`src/design/tcp_pkg.sv`:
```
// Constants and types for the timer/counter/PWM unit.
// Assumes a single 20 MHz system clock and synchronous active-high reset.
package tcp_pkg;
  localparam int unsigned CNT_W        = 16;
  localparam int unsigned DB_W         = 8;
  localparam int unsigned NUM_CLK_SRC  = 4;
  localparam int unsigned SRC_SEL_W    = 2;
  localparam logic [15:0] CNT_RESET    = 16'h0000;
  localparam logic [15:0] CAP_RESET    = 16'h0000;
  localparam logic [7:0]  DB_ZERO      = 8'h00;
  // Comparator relation codes.
  localparam logic [2:0]  CMP_LT       = 3'h0;
  localparam logic [2:0]  CMP_LTE      = 3'h1;
  localparam logic [2:0]  CMP_EQ       = 3'h2;
  localparam logic [2:0]  CMP_GTE      = 3'h3;
  localparam logic [2:0]  CMP_GT       = 3'h4;
  // Run mode codes.
  localparam logic [1:0]  MODE_FREE    = 2'h0;
  localparam logic [1:0]  MODE_ONESHOT = 2'h1;
  localparam logic [1:0]  MODE_GATED   = 2'h2;
  typedef enum logic [1:0] {TCP_IDLE, TCP_RUN} tcp_run_e;
endpackage : tcp_pkg

```
`src/design/tcp_timer.sv`:
```
// Top of one timer/counter/PWM unit with its counter, comparator, capture and interrupt.
// Assumes routed inputs are asynchronous; configuration ports are static system-clock levels.
`timescale 1ns/1ns
`default_nettype none
module tcp_timer
  import tcp_pkg::*;
#(
  parameter int unsigned W   = CNT_W,
  parameter int unsigned NSRC = NUM_CLK_SRC,
  parameter int unsigned DBW = DB_W
) (
  // Clock and reset.
  input  wire logic                 clk_sys_in,
  input  wire logic                 reset_in,
  // Clock source selection.
  input  wire logic [NSRC-1:0]      clk_src_in,
  input  wire logic [SRC_SEL_W-1:0] clk_sel_in,
  // Configuration.
  input  wire logic [1:0]           mode_in,
  input  wire logic [2:0]           cmp_mode_in,
  input  wire logic [W-1:0]         period_in,
  input  wire logic [W-1:0]         compare_in,
  input  wire logic [DBW-1:0]       dead_ticks_in,
  input  wire logic                 irq_tc_en_in,
  input  wire logic                 irq_cmp_en_in,
  input  wire logic                 irq_cap_en_in,
  // Software controls.
  input  wire logic                 sw_start_in,
  input  wire logic                 sw_stop_in,
  input  wire logic                 cnt_read_in,
  // Routed inputs.
  input  wire logic                 start_in,
  input  wire logic                 treset_in,
  input  wire logic                 capture_in,
  input  wire logic                 enable_in,
  input  wire logic                 kill_in,
  // Routed outputs.
  output logic                      cmp_out,
  output logic                      cmp_n_out,
  output logic                      tc_out,
  output logic                      irq_out,
  // Status.
  output logic [W-1:0]              count_out,
  output logic [W-1:0]              capture_out,
  output logic                      running_out
);
  // Synchronised pins: sources, start, reset, capture, enable, kill.
  localparam int unsigned NSYN = NSRC + 5;
  logic [NSYN-1:0] syn;
  logic [NSRC-1:0] src_s;
  logic            start_s;
  logic            trst_s;
  logic            cap_s;
  logic            en_s;
  logic            kill_s;

  tcp_sync #(.WIDTH(NSYN)) u_sync (
    .clk_sys_in (clk_sys_in),
    .reset_in   (reset_in),
    .async_in   ({kill_in, enable_in, capture_in, treset_in, start_in, clk_src_in}),
    .sync_out   (syn)
  );
  assign src_s   = syn[NSRC-1:0];
  assign start_s = syn[NSRC];
  assign trst_s  = syn[NSRC+1];
  assign cap_s   = syn[NSRC+2];
  assign en_s    = syn[NSRC+3];
  assign kill_s  = syn[NSRC+4];

  tcp_run_e        state_reg;
  tcp_run_e        state_next;
  logic [W-1:0]    cnt_reg;
  logic [W-1:0]    cnt_next;
  logic [W-1:0]    cap_reg;
  logic [W-1:0]    cap_next;
  logic [W-1:0]    rd_reg;
  logic [W-1:0]    rd_next;
  logic            src_d_reg;
  logic            trst_d_reg;
  logic            cap_d_reg;
  logic            start_d_reg;
  logic            tc_reg;
  logic            tc_next;
  logic            cmp_reg;
  logic            cmp_next;
  logic            irq_reg;
  logic            irq_next;
  logic            sel_src;
  logic            tick;
  logic            trst_rise;
  logic            cap_rise;
  logic            start_rise;
  logic            cmp_raw;
  logic            counting;
  logic            at_zero;

  // Pick the chosen source and turn its rising edge into a one-cycle tick.
  always_comb begin
    sel_src = src_s[clk_sel_in];
  end
  assign tick       = sel_src & ~src_d_reg;
  assign trst_rise  = trst_s & ~trst_d_reg;
  assign cap_rise   = cap_s & ~cap_d_reg;
  assign start_rise = (start_s & ~start_d_reg) | sw_start_in;

  // Comparator with selectable relation.
  always_comb begin
    case (cmp_mode_in)
      CMP_LT:  cmp_raw = cnt_reg <  compare_in;
      CMP_LTE: cmp_raw = cnt_reg <= compare_in;
      CMP_EQ:  cmp_raw = cnt_reg == compare_in;
      CMP_GTE: cmp_raw = cnt_reg >= compare_in;
      CMP_GT:  cmp_raw = cnt_reg >  compare_in;
      default: cmp_raw = 1'b0;
    endcase
  end

  assign at_zero  = (cnt_reg == CNT_RESET[W-1:0]);
  // Gated mode advances only on ticks with enable high.
  assign counting = (state_reg == TCP_RUN) && tick &&
                    ((mode_in != MODE_GATED) || en_s);

  // Counter, run state, terminal count, capture and interrupt next values.
  always_comb begin
    state_next = state_reg;
    cnt_next   = cnt_reg;
    cap_next   = cap_reg;
    rd_next    = rd_reg;
    tc_next    = 1'b0;
    cmp_next   = cmp_raw;
    irq_next   = 1'b0;
    case (state_reg)
      TCP_IDLE: begin
        if (start_rise) begin
          state_next = TCP_RUN;
          cnt_next   = period_in;
        end
      end
      TCP_RUN: begin
        if (sw_stop_in) begin
          state_next = TCP_IDLE;
        end else if (trst_rise) begin
          cnt_next = period_in;
        end else if (counting) begin
          if (at_zero) begin
            tc_next  = 1'b1;
            cnt_next = period_in;
            if (mode_in == MODE_ONESHOT) begin
              state_next = TCP_IDLE;
            end
          end else begin
            cnt_next = cnt_reg - 1'b1;
          end
        end
      end
      default: state_next = TCP_IDLE;
    endcase
    if (cap_rise) begin
      cap_next = cnt_reg;
    end
    // Read latch keeps a whole-word snapshot; the count itself is untouched.
    if (cnt_read_in) begin
      rd_next = cnt_reg;
    end
    irq_next = (irq_tc_en_in & tc_next) |
               (irq_cmp_en_in & cmp_raw & ~cmp_reg) |
               (irq_cap_en_in & cap_rise);
  end

  // Registers of the counter unit.
  always_ff @(posedge clk_sys_in) begin
    if (reset_in) begin
      state_reg   <= TCP_IDLE;
      cnt_reg     <= CNT_RESET[W-1:0];
      cap_reg     <= CAP_RESET[W-1:0];
      rd_reg      <= CNT_RESET[W-1:0];
      src_d_reg   <= 1'b0;
      trst_d_reg  <= 1'b0;
      cap_d_reg   <= 1'b0;
      start_d_reg <= 1'b0;
      tc_reg      <= 1'b0;
      cmp_reg     <= 1'b0;
      irq_reg     <= 1'b0;
    end else begin
      state_reg   <= state_next;
      cnt_reg     <= cnt_next;
      cap_reg     <= cap_next;
      rd_reg      <= rd_next;
      src_d_reg   <= sel_src;
      trst_d_reg  <= trst_s;
      cap_d_reg   <= cap_s;
      start_d_reg <= start_s;
      tc_reg      <= tc_next;
      cmp_reg     <= cmp_next;
      irq_reg     <= irq_next;
    end
  end

  // Complementary dead-banded pair with kill.
  tcp_deadband #(.DBW(DBW)) u_db (
    .clk_sys_in    (clk_sys_in),
    .reset_in      (reset_in),
    .tick_in       (tick),
    .pwm_in        (cmp_reg),
    .kill_in       (kill_s),
    .dead_ticks_in (dead_ticks_in),
    .true_out      (cmp_out),
    .comp_out      (cmp_n_out)
  );

  assign tc_out      = tc_reg;
  assign irq_out     = irq_reg;
  assign count_out   = rd_reg;
  assign capture_out = cap_reg;
  assign running_out = (state_reg == TCP_RUN);

  down_only_a: assert property (@(posedge clk_sys_in) disable iff (reset_in)
    (state_reg == TCP_RUN && counting && !at_zero && !trst_rise && !sw_stop_in)
      |=> cnt_reg == $past(cnt_reg) - 1'b1) else $error("counter did not step down by one");
  tc_reload_a: assert property (@(posedge clk_sys_in) disable iff (reset_in)
    tc_reg |-> (cnt_reg == $past(period_in))) else $error("no period reload at terminal count");
  tc_single_a: assert property (@(posedge clk_sys_in) disable iff (reset_in)
    tc_reg |=> !tc_reg) else $error("terminal count wider than one cycle");
  start_load_a: assert property (@(posedge clk_sys_in) disable iff (reset_in)
    (state_reg == TCP_IDLE && start_rise) |=> (cnt_reg == $past(period_in) && running_out))
    else $error("start did not load period");
  treset_load_a: assert property (@(posedge clk_sys_in) disable iff (reset_in)
    (state_reg == TCP_RUN && trst_rise && !sw_stop_in) |=> cnt_reg == $past(period_in))
    else $error("timer reset did not reload period");
  capture_latch_a: assert property (@(posedge clk_sys_in) disable iff (reset_in)
    cap_rise |=> capture_out == $past(cnt_reg)) else $error("capture value wrong");
  oneshot_stop_a: assert property (@(posedge clk_sys_in) disable iff (reset_in)
    (mode_in == MODE_ONESHOT && tc_reg) |-> !running_out) else $error("one-shot kept running");
  freerun_keep_a: assert property (@(posedge clk_sys_in) disable iff (reset_in)
    (mode_in == MODE_FREE && tc_reg && !$past(sw_stop_in)) |-> running_out)
    else $error("free-run stopped at terminal count");
  gated_hold_a: assert property (@(posedge clk_sys_in) disable iff (reset_in)
    (mode_in == MODE_GATED && !en_s && !trst_rise && !start_rise) |=> $stable(cnt_reg))
    else $error("gated counter moved without enable");
  read_snap_a: assert property (@(posedge clk_sys_in) disable iff (reset_in)
    cnt_read_in |=> count_out == $past(cnt_reg)) else $error("read snapshot wrong");
  irq_tc_a: assert property (@(posedge clk_sys_in) disable iff (reset_in)
    (tc_reg && irq_tc_en_in) |-> irq_out) else $error("terminal-count interrupt missing");
endmodule : tcp_timer
`default_nettype wire

```
`src/design/tcp_sync.sv`:
```
// Two-flip-flop synchroniser bank for inputs arriving from pins or routing.
// Assumes the inputs are asynchronous levels; output lags by two clocks.
`timescale 1ns/1ns
`default_nettype none
module tcp_sync #(
  parameter int unsigned WIDTH = 1
) (
  // Clock and reset.
  input  wire logic             clk_sys_in,
  input  wire logic             reset_in,
  // Data.
  input  wire logic [WIDTH-1:0] async_in,
  output logic      [WIDTH-1:0] sync_out
);
  logic [WIDTH-1:0] meta_reg;
  logic [WIDTH-1:0] meta_next;
  logic [WIDTH-1:0] sync_reg;
  logic [WIDTH-1:0] sync_next;

  // Next values: first stage samples the pin, second stage reads only the first.
  always_comb begin
    meta_next = async_in;
    sync_next = meta_reg;
  end

  // Registers of the two stages.
  always_ff @(posedge clk_sys_in) begin
    if (reset_in) begin
      meta_reg <= '0;
      sync_reg <= '0;
    end else begin
      meta_reg <= meta_next;
      sync_reg <= sync_next;
    end
  end

  assign sync_out = sync_reg;
endmodule : tcp_sync
`default_nettype wire

```
`src/design/tcp_deadband.sv`:
```
// Dead-band generator producing a non-overlapping true/complement pair.
// Assumes pwm_in and tick_in are on the system clock; kill_in is synchronised.
`timescale 1ns/1ns
`default_nettype none
module tcp_deadband
  import tcp_pkg::*;
#(
  parameter int unsigned DBW = DB_W
) (
  // Clock and reset.
  input  wire logic           clk_sys_in,
  input  wire logic           reset_in,
  // Control.
  input  wire logic           tick_in,
  input  wire logic           pwm_in,
  input  wire logic           kill_in,
  input  wire logic [DBW-1:0] dead_ticks_in,
  // Outputs.
  output logic                true_out,
  output logic                comp_out
);
  logic           last_reg;
  logic           last_next;
  logic [DBW-1:0] wait_reg;
  logic [DBW-1:0] wait_next;
  logic           t_reg;
  logic           t_next;
  logic           c_reg;
  logic           c_next;

  // On each change of the PWM level both outputs drop, then the new one rises after the delay.
  always_comb begin
    last_next = last_reg;
    wait_next = wait_reg;
    t_next    = t_reg;
    c_next    = c_reg;
    if (pwm_in != last_reg) begin
      last_next = pwm_in;
      t_next    = 1'b0;
      c_next    = 1'b0;
      wait_next = dead_ticks_in;
    end else if (tick_in) begin
      if (wait_reg != DB_ZERO[DBW-1:0]) begin
        wait_next = wait_reg - 1'b1;
      end else begin
        t_next = last_reg;
        c_next = ~last_reg;
      end
    end
    if (kill_in) begin
      t_next = 1'b0;
      c_next = 1'b0;
    end
  end

  // Registers of the dead-band stage.
  always_ff @(posedge clk_sys_in) begin
    if (reset_in) begin
      last_reg <= 1'b0;
      wait_reg <= DB_ZERO[DBW-1:0];
      t_reg    <= 1'b0;
      c_reg    <= 1'b0;
    end else begin
      last_reg <= last_next;
      wait_reg <= wait_next;
      t_reg    <= t_next;
      c_reg    <= c_next;
    end
  end

  assign true_out = t_reg;
  assign comp_out = c_reg;

  never_overlap_a: assert property (@(posedge clk_sys_in) disable iff (reset_in)
    !(t_reg && c_reg)) else $error("true and complement outputs active together");
  kill_forces_a: assert property (@(posedge clk_sys_in) disable iff (reset_in)
    kill_in |=> (!t_reg && !c_reg)) else $error("outputs active after kill");
endmodule : tcp_deadband
`default_nettype wire

```
`config.mk`:
```
export PLATFORM = sky130hd
export DESIGN_NAME = tcp_timer
export DESIGN_NICKNAME = d
export VERILOG_FILES = /design/src/design/tcp_pkg.sv /design/src/design/tcp_timer.sv /design/src/design/tcp_sync.sv /design/src/design/tcp_deadband.sv
export SDC_FILE = /design/constraint.sdc
export NUM_CORES = 1
export LEC_CHECK = 0
export BUFFER_PORTS_ARGS = -buffer_cell sky130_fd_sc_hd__clkbuf_2
export CAP_MARGIN = 10
export CORE_UTILIZATION = 45
export CTS_CLUSTER_SIZE = 30
export DETAILED_ROUTE_END_ITERATION = 8
export PLACE_DENSITY_LB_ADDON = 0.3
export SETUP_SLACK_MARGIN = 0.3
export SLEW_MARGIN = 20
export SYNTH_ARGS = -nofsm -noshare
export SYNTH_HDL_FRONTEND = slang
export SYNTH_HIERARCHICAL = 1
export SYNTH_SLANG_ARGS = --single-unit
```
`constraint.sdc`:
```
create_clock -name clk_sys_in -period 6.7 [get_ports clk_sys_in]
set_input_delay 1.675 -clock clk_sys_in [delete_from_list [all_inputs] [get_ports clk_sys_in]]
set_output_delay 1.675 -clock clk_sys_in [all_outputs]
set_load 0.05 [all_outputs]
```
==> run metrics <==
status=completed; CP Launch Point=compare_in[15]; Max Buffers Root-to-Sink=2; area of the mapped netlist=4230 um^2; sequential fraction of the synthesis area=40.22%; Post-Place Cell Area=4752 um^2; hold path depth=1; DR vias/cell=5.457; leakage=2.154 nW; Post-synth ARST share=0%; critical path endpoint category=flop; antenna violations before repair=0; final RePlAce weighted congestion=0.8404; critical path's top delay family=simple AND/OR/NAND/NOR gates; number of global-route vias before repair=3,585; Fillers=859; Syn Inst Count=470; Total GRT Usage=21.41%; ANT nets after route=0; total vias in the final route=3,678; core footprint=9153 um^2; critical path's slowest cell=or4_1; DRC=0; Final Cell Area=4974 um^2; #FFs+latches synth=between 80 and 90; Final Max Slew Viols=0; clock sinks=85; Reg2Reg Capture Point=cnt_reg[4]$_SDFFE_PP0P_; Final Skew=0.01102 ns; setup violators final=0; Setup CP Type=primary input to flop; fraction of layout cells with a size suffix above 1=26.11%; Die H=98.96 um; worst-margin pin slew=0.9982 ns; sequential cell area=1702 um^2; Tcrit/Tclk final=between 40 and 50%; R2R cell count=6; Final min period=about 3.3 ns; dominant synthesized flop cell=dfxtp_1; post-cts repair resize count=0; Post-CTS Setup Repair Bufs=0; initial core utilization=between 40% and 50%; I/O pin cnt=101; Final Hold Fails=0; Hold Crit Start=u_sync/meta_reg[8]$_SDFF_PP0_; # hold bufs at CTS=0; clock root buffer=clkbuf_8; syn nets=about 550; commonest non-fill, non-tap cells in the layout=100 x clkbuf_2, 85 x dfxtp_1, 58 x nand2_1, 39 x nor2_1, 34 x inv_1; CTS tree=done; Clock Pin Slew Worst Setup and Hold Paths=0.09 ns; DRT Pass-1 Iters=4; first-pass GRT wire length=around 17 mm; nets=642; post-synth cell types=66; routed wire length=approximately 10 mm; commonest non-fill, non-tap cell in the layout=clkbuf_2; clk_lat worst skew=0.37 ns; number of synthesized flops with an enable pin=0; H-tree depth=3; Syn-to-layout area delta=17.57%; Antenna diodes=0; largest net degree at the start of global routing=47; max frequency=0.2986 GHz; peak fanout along the critical path=4; Util after Layout=54.34%; Crit path required time=6.96 ns; Slew Limit Headroom=33.45%; PortBufs=100; crit path cell chain=clkbuf_2 > inv_1 > ha_1 > nand4_1 > nor2_1 > or4_1 > or4_4 > a311oi_1; Slowest Stage Delay on Critical Path=around 0.52 ns; TritonCTS buffer count=9; number of max-cap violations=0; Worst Hold End=u_sync/sync_out[8]$_SDFF_PP0_; Power Density=263.3 nW/um^2; Worst Setup Start Kind=primary input; CP bufs+invs=2; area of the multi-input gates=2268 um^2; die area=just under 10,000 um^2; synth warn=6; reg-to-reg startpoint=cnt_reg[0]$_SDFFE_PP0P_; post-DP HPWL=7.324 mm; DRT iter0 DRCs=143; HP Class=flop to flop; synthesized area per cell=9.001 um^2; DR WL/cell=roughly 15 um; Die Wd=98.96 um; RSZ-0062 raised after global routing=false; FP Rows=35; Worst EP arrival=3.61 ns; Total Power=1.309 mW; grt total ovfl=0; setup_tns=0 ns; Worst IR Drop VDD=0.1123 mV; reg2reg setup slack=around 4.2 ns
worst max path at each step:
stage | end | slack, ns | cells after the start
6_report | irq_out$_SDFF_PP0_ | 3.35 | 8
5_1_grt | irq_out$_SDFF_PP0_ | 3.27 | 8
4_1_cts | irq_out$_SDFF_PP0_ | 3.36 | 8
3_5_place_dp | irq_out$_SDFF_PP0_ | 2.98 | 8
3_3_place_gp | irq_out$_SDFF_PP0_ | 3.01 | 8
2_1_floorplan | irq_out$_SDFF_PP0_ | 3.21 | 7
routing by layer:
layer | track usage [%] | wire, um | up-vias
li1 | - | - | 1838
met1 | 28.84 | 4680 | 1724
met2 | 34.10 | 4588 | 100
met3 | 3.972 | 511 | 16
met4 | 7.922 | 175 | 0
met5 | 0 | 0 | -
synth_stat cells (4+ instances only):
cell type / count / area [um^2]
dfxtp_1: 85 / 1702
nand2_1: 58 / 217.7
nor2_1: 39 / 146.4
inv_1: 34 / 127.6
a21oi_1: 32 / 160.2
mux2i_1: 26 / 260.3
ha_1: 20 / 250.2
nor2b_1: 17 / 106.4
clkbuf_1: 11 / 41.29
nand4_1: 8 / 50.05
o21ai_0: 8 / 40.04
a211oi_1: 7 / 52.55
and2b_1: 7 / 52.55
nor3_1: 7 / 35.03
or4_1: 7 / 52.55
o32ai_1: 6 / 52.55
a311oi_1: 5 / 43.79
and2_1: 5 / 31.28
a221oi_2: 4 / 60.06
buf_1: 4 / 15.01
buf_2: 4 / 20.02
nand2b_1: 4 / 25.02
nor3b_1: 4 / 30.03
nor4_1: 4 / 25.02
o21ai_1: 4 / 20.02
cells by family after synthesis:
group | synth area share (%)
xor+xnor | 0.6212
flops | 40.22
buf+inv | 6.152
compound gates | 16.89
mux | 6.684
simple gates | 23.51
fa+ha+maj | 5.915
metrics by stage:
step                setup WS (ns)  hold WS [ns]  std cells
finish                      3.351        0.4295        674
global route                3.267        0.4455        674
CTS                         3.360        0.4349        674
detailed placement          2.978        0.4176        658
global placement            3.006        0.4152        658
floorplan                   3.213        0.4109        470
worst register-to-register path, cell delays in order, from the launching register on:
cell and delay [ns]:
dfxtp_1 0.47, inv_1 0.18, ha_1 0.25, nand4_2 0.16, o21a_1 0.77, o22ai_1 0.19
a2111oi_2 0.39
final cells by class:
cell class	instances	area share, %
tap	111	2.792
clock inverter	7	1.962
inverter	34	2.566
clock buffer	9	2.491
sequential	85	34.21
timing repair buffer	102	10.36
multi-input combinational	326	45.61
power by group:
part | total, mW | internal, mW | switching, mW
clock | 0.405 | 0.211 | 0.194
combinational | 0.310 | 0.122 | 0.188
sequential | 0.593 | 0.541 | 0.0524
Note: power is estimated with default switching activity, not from simulation.
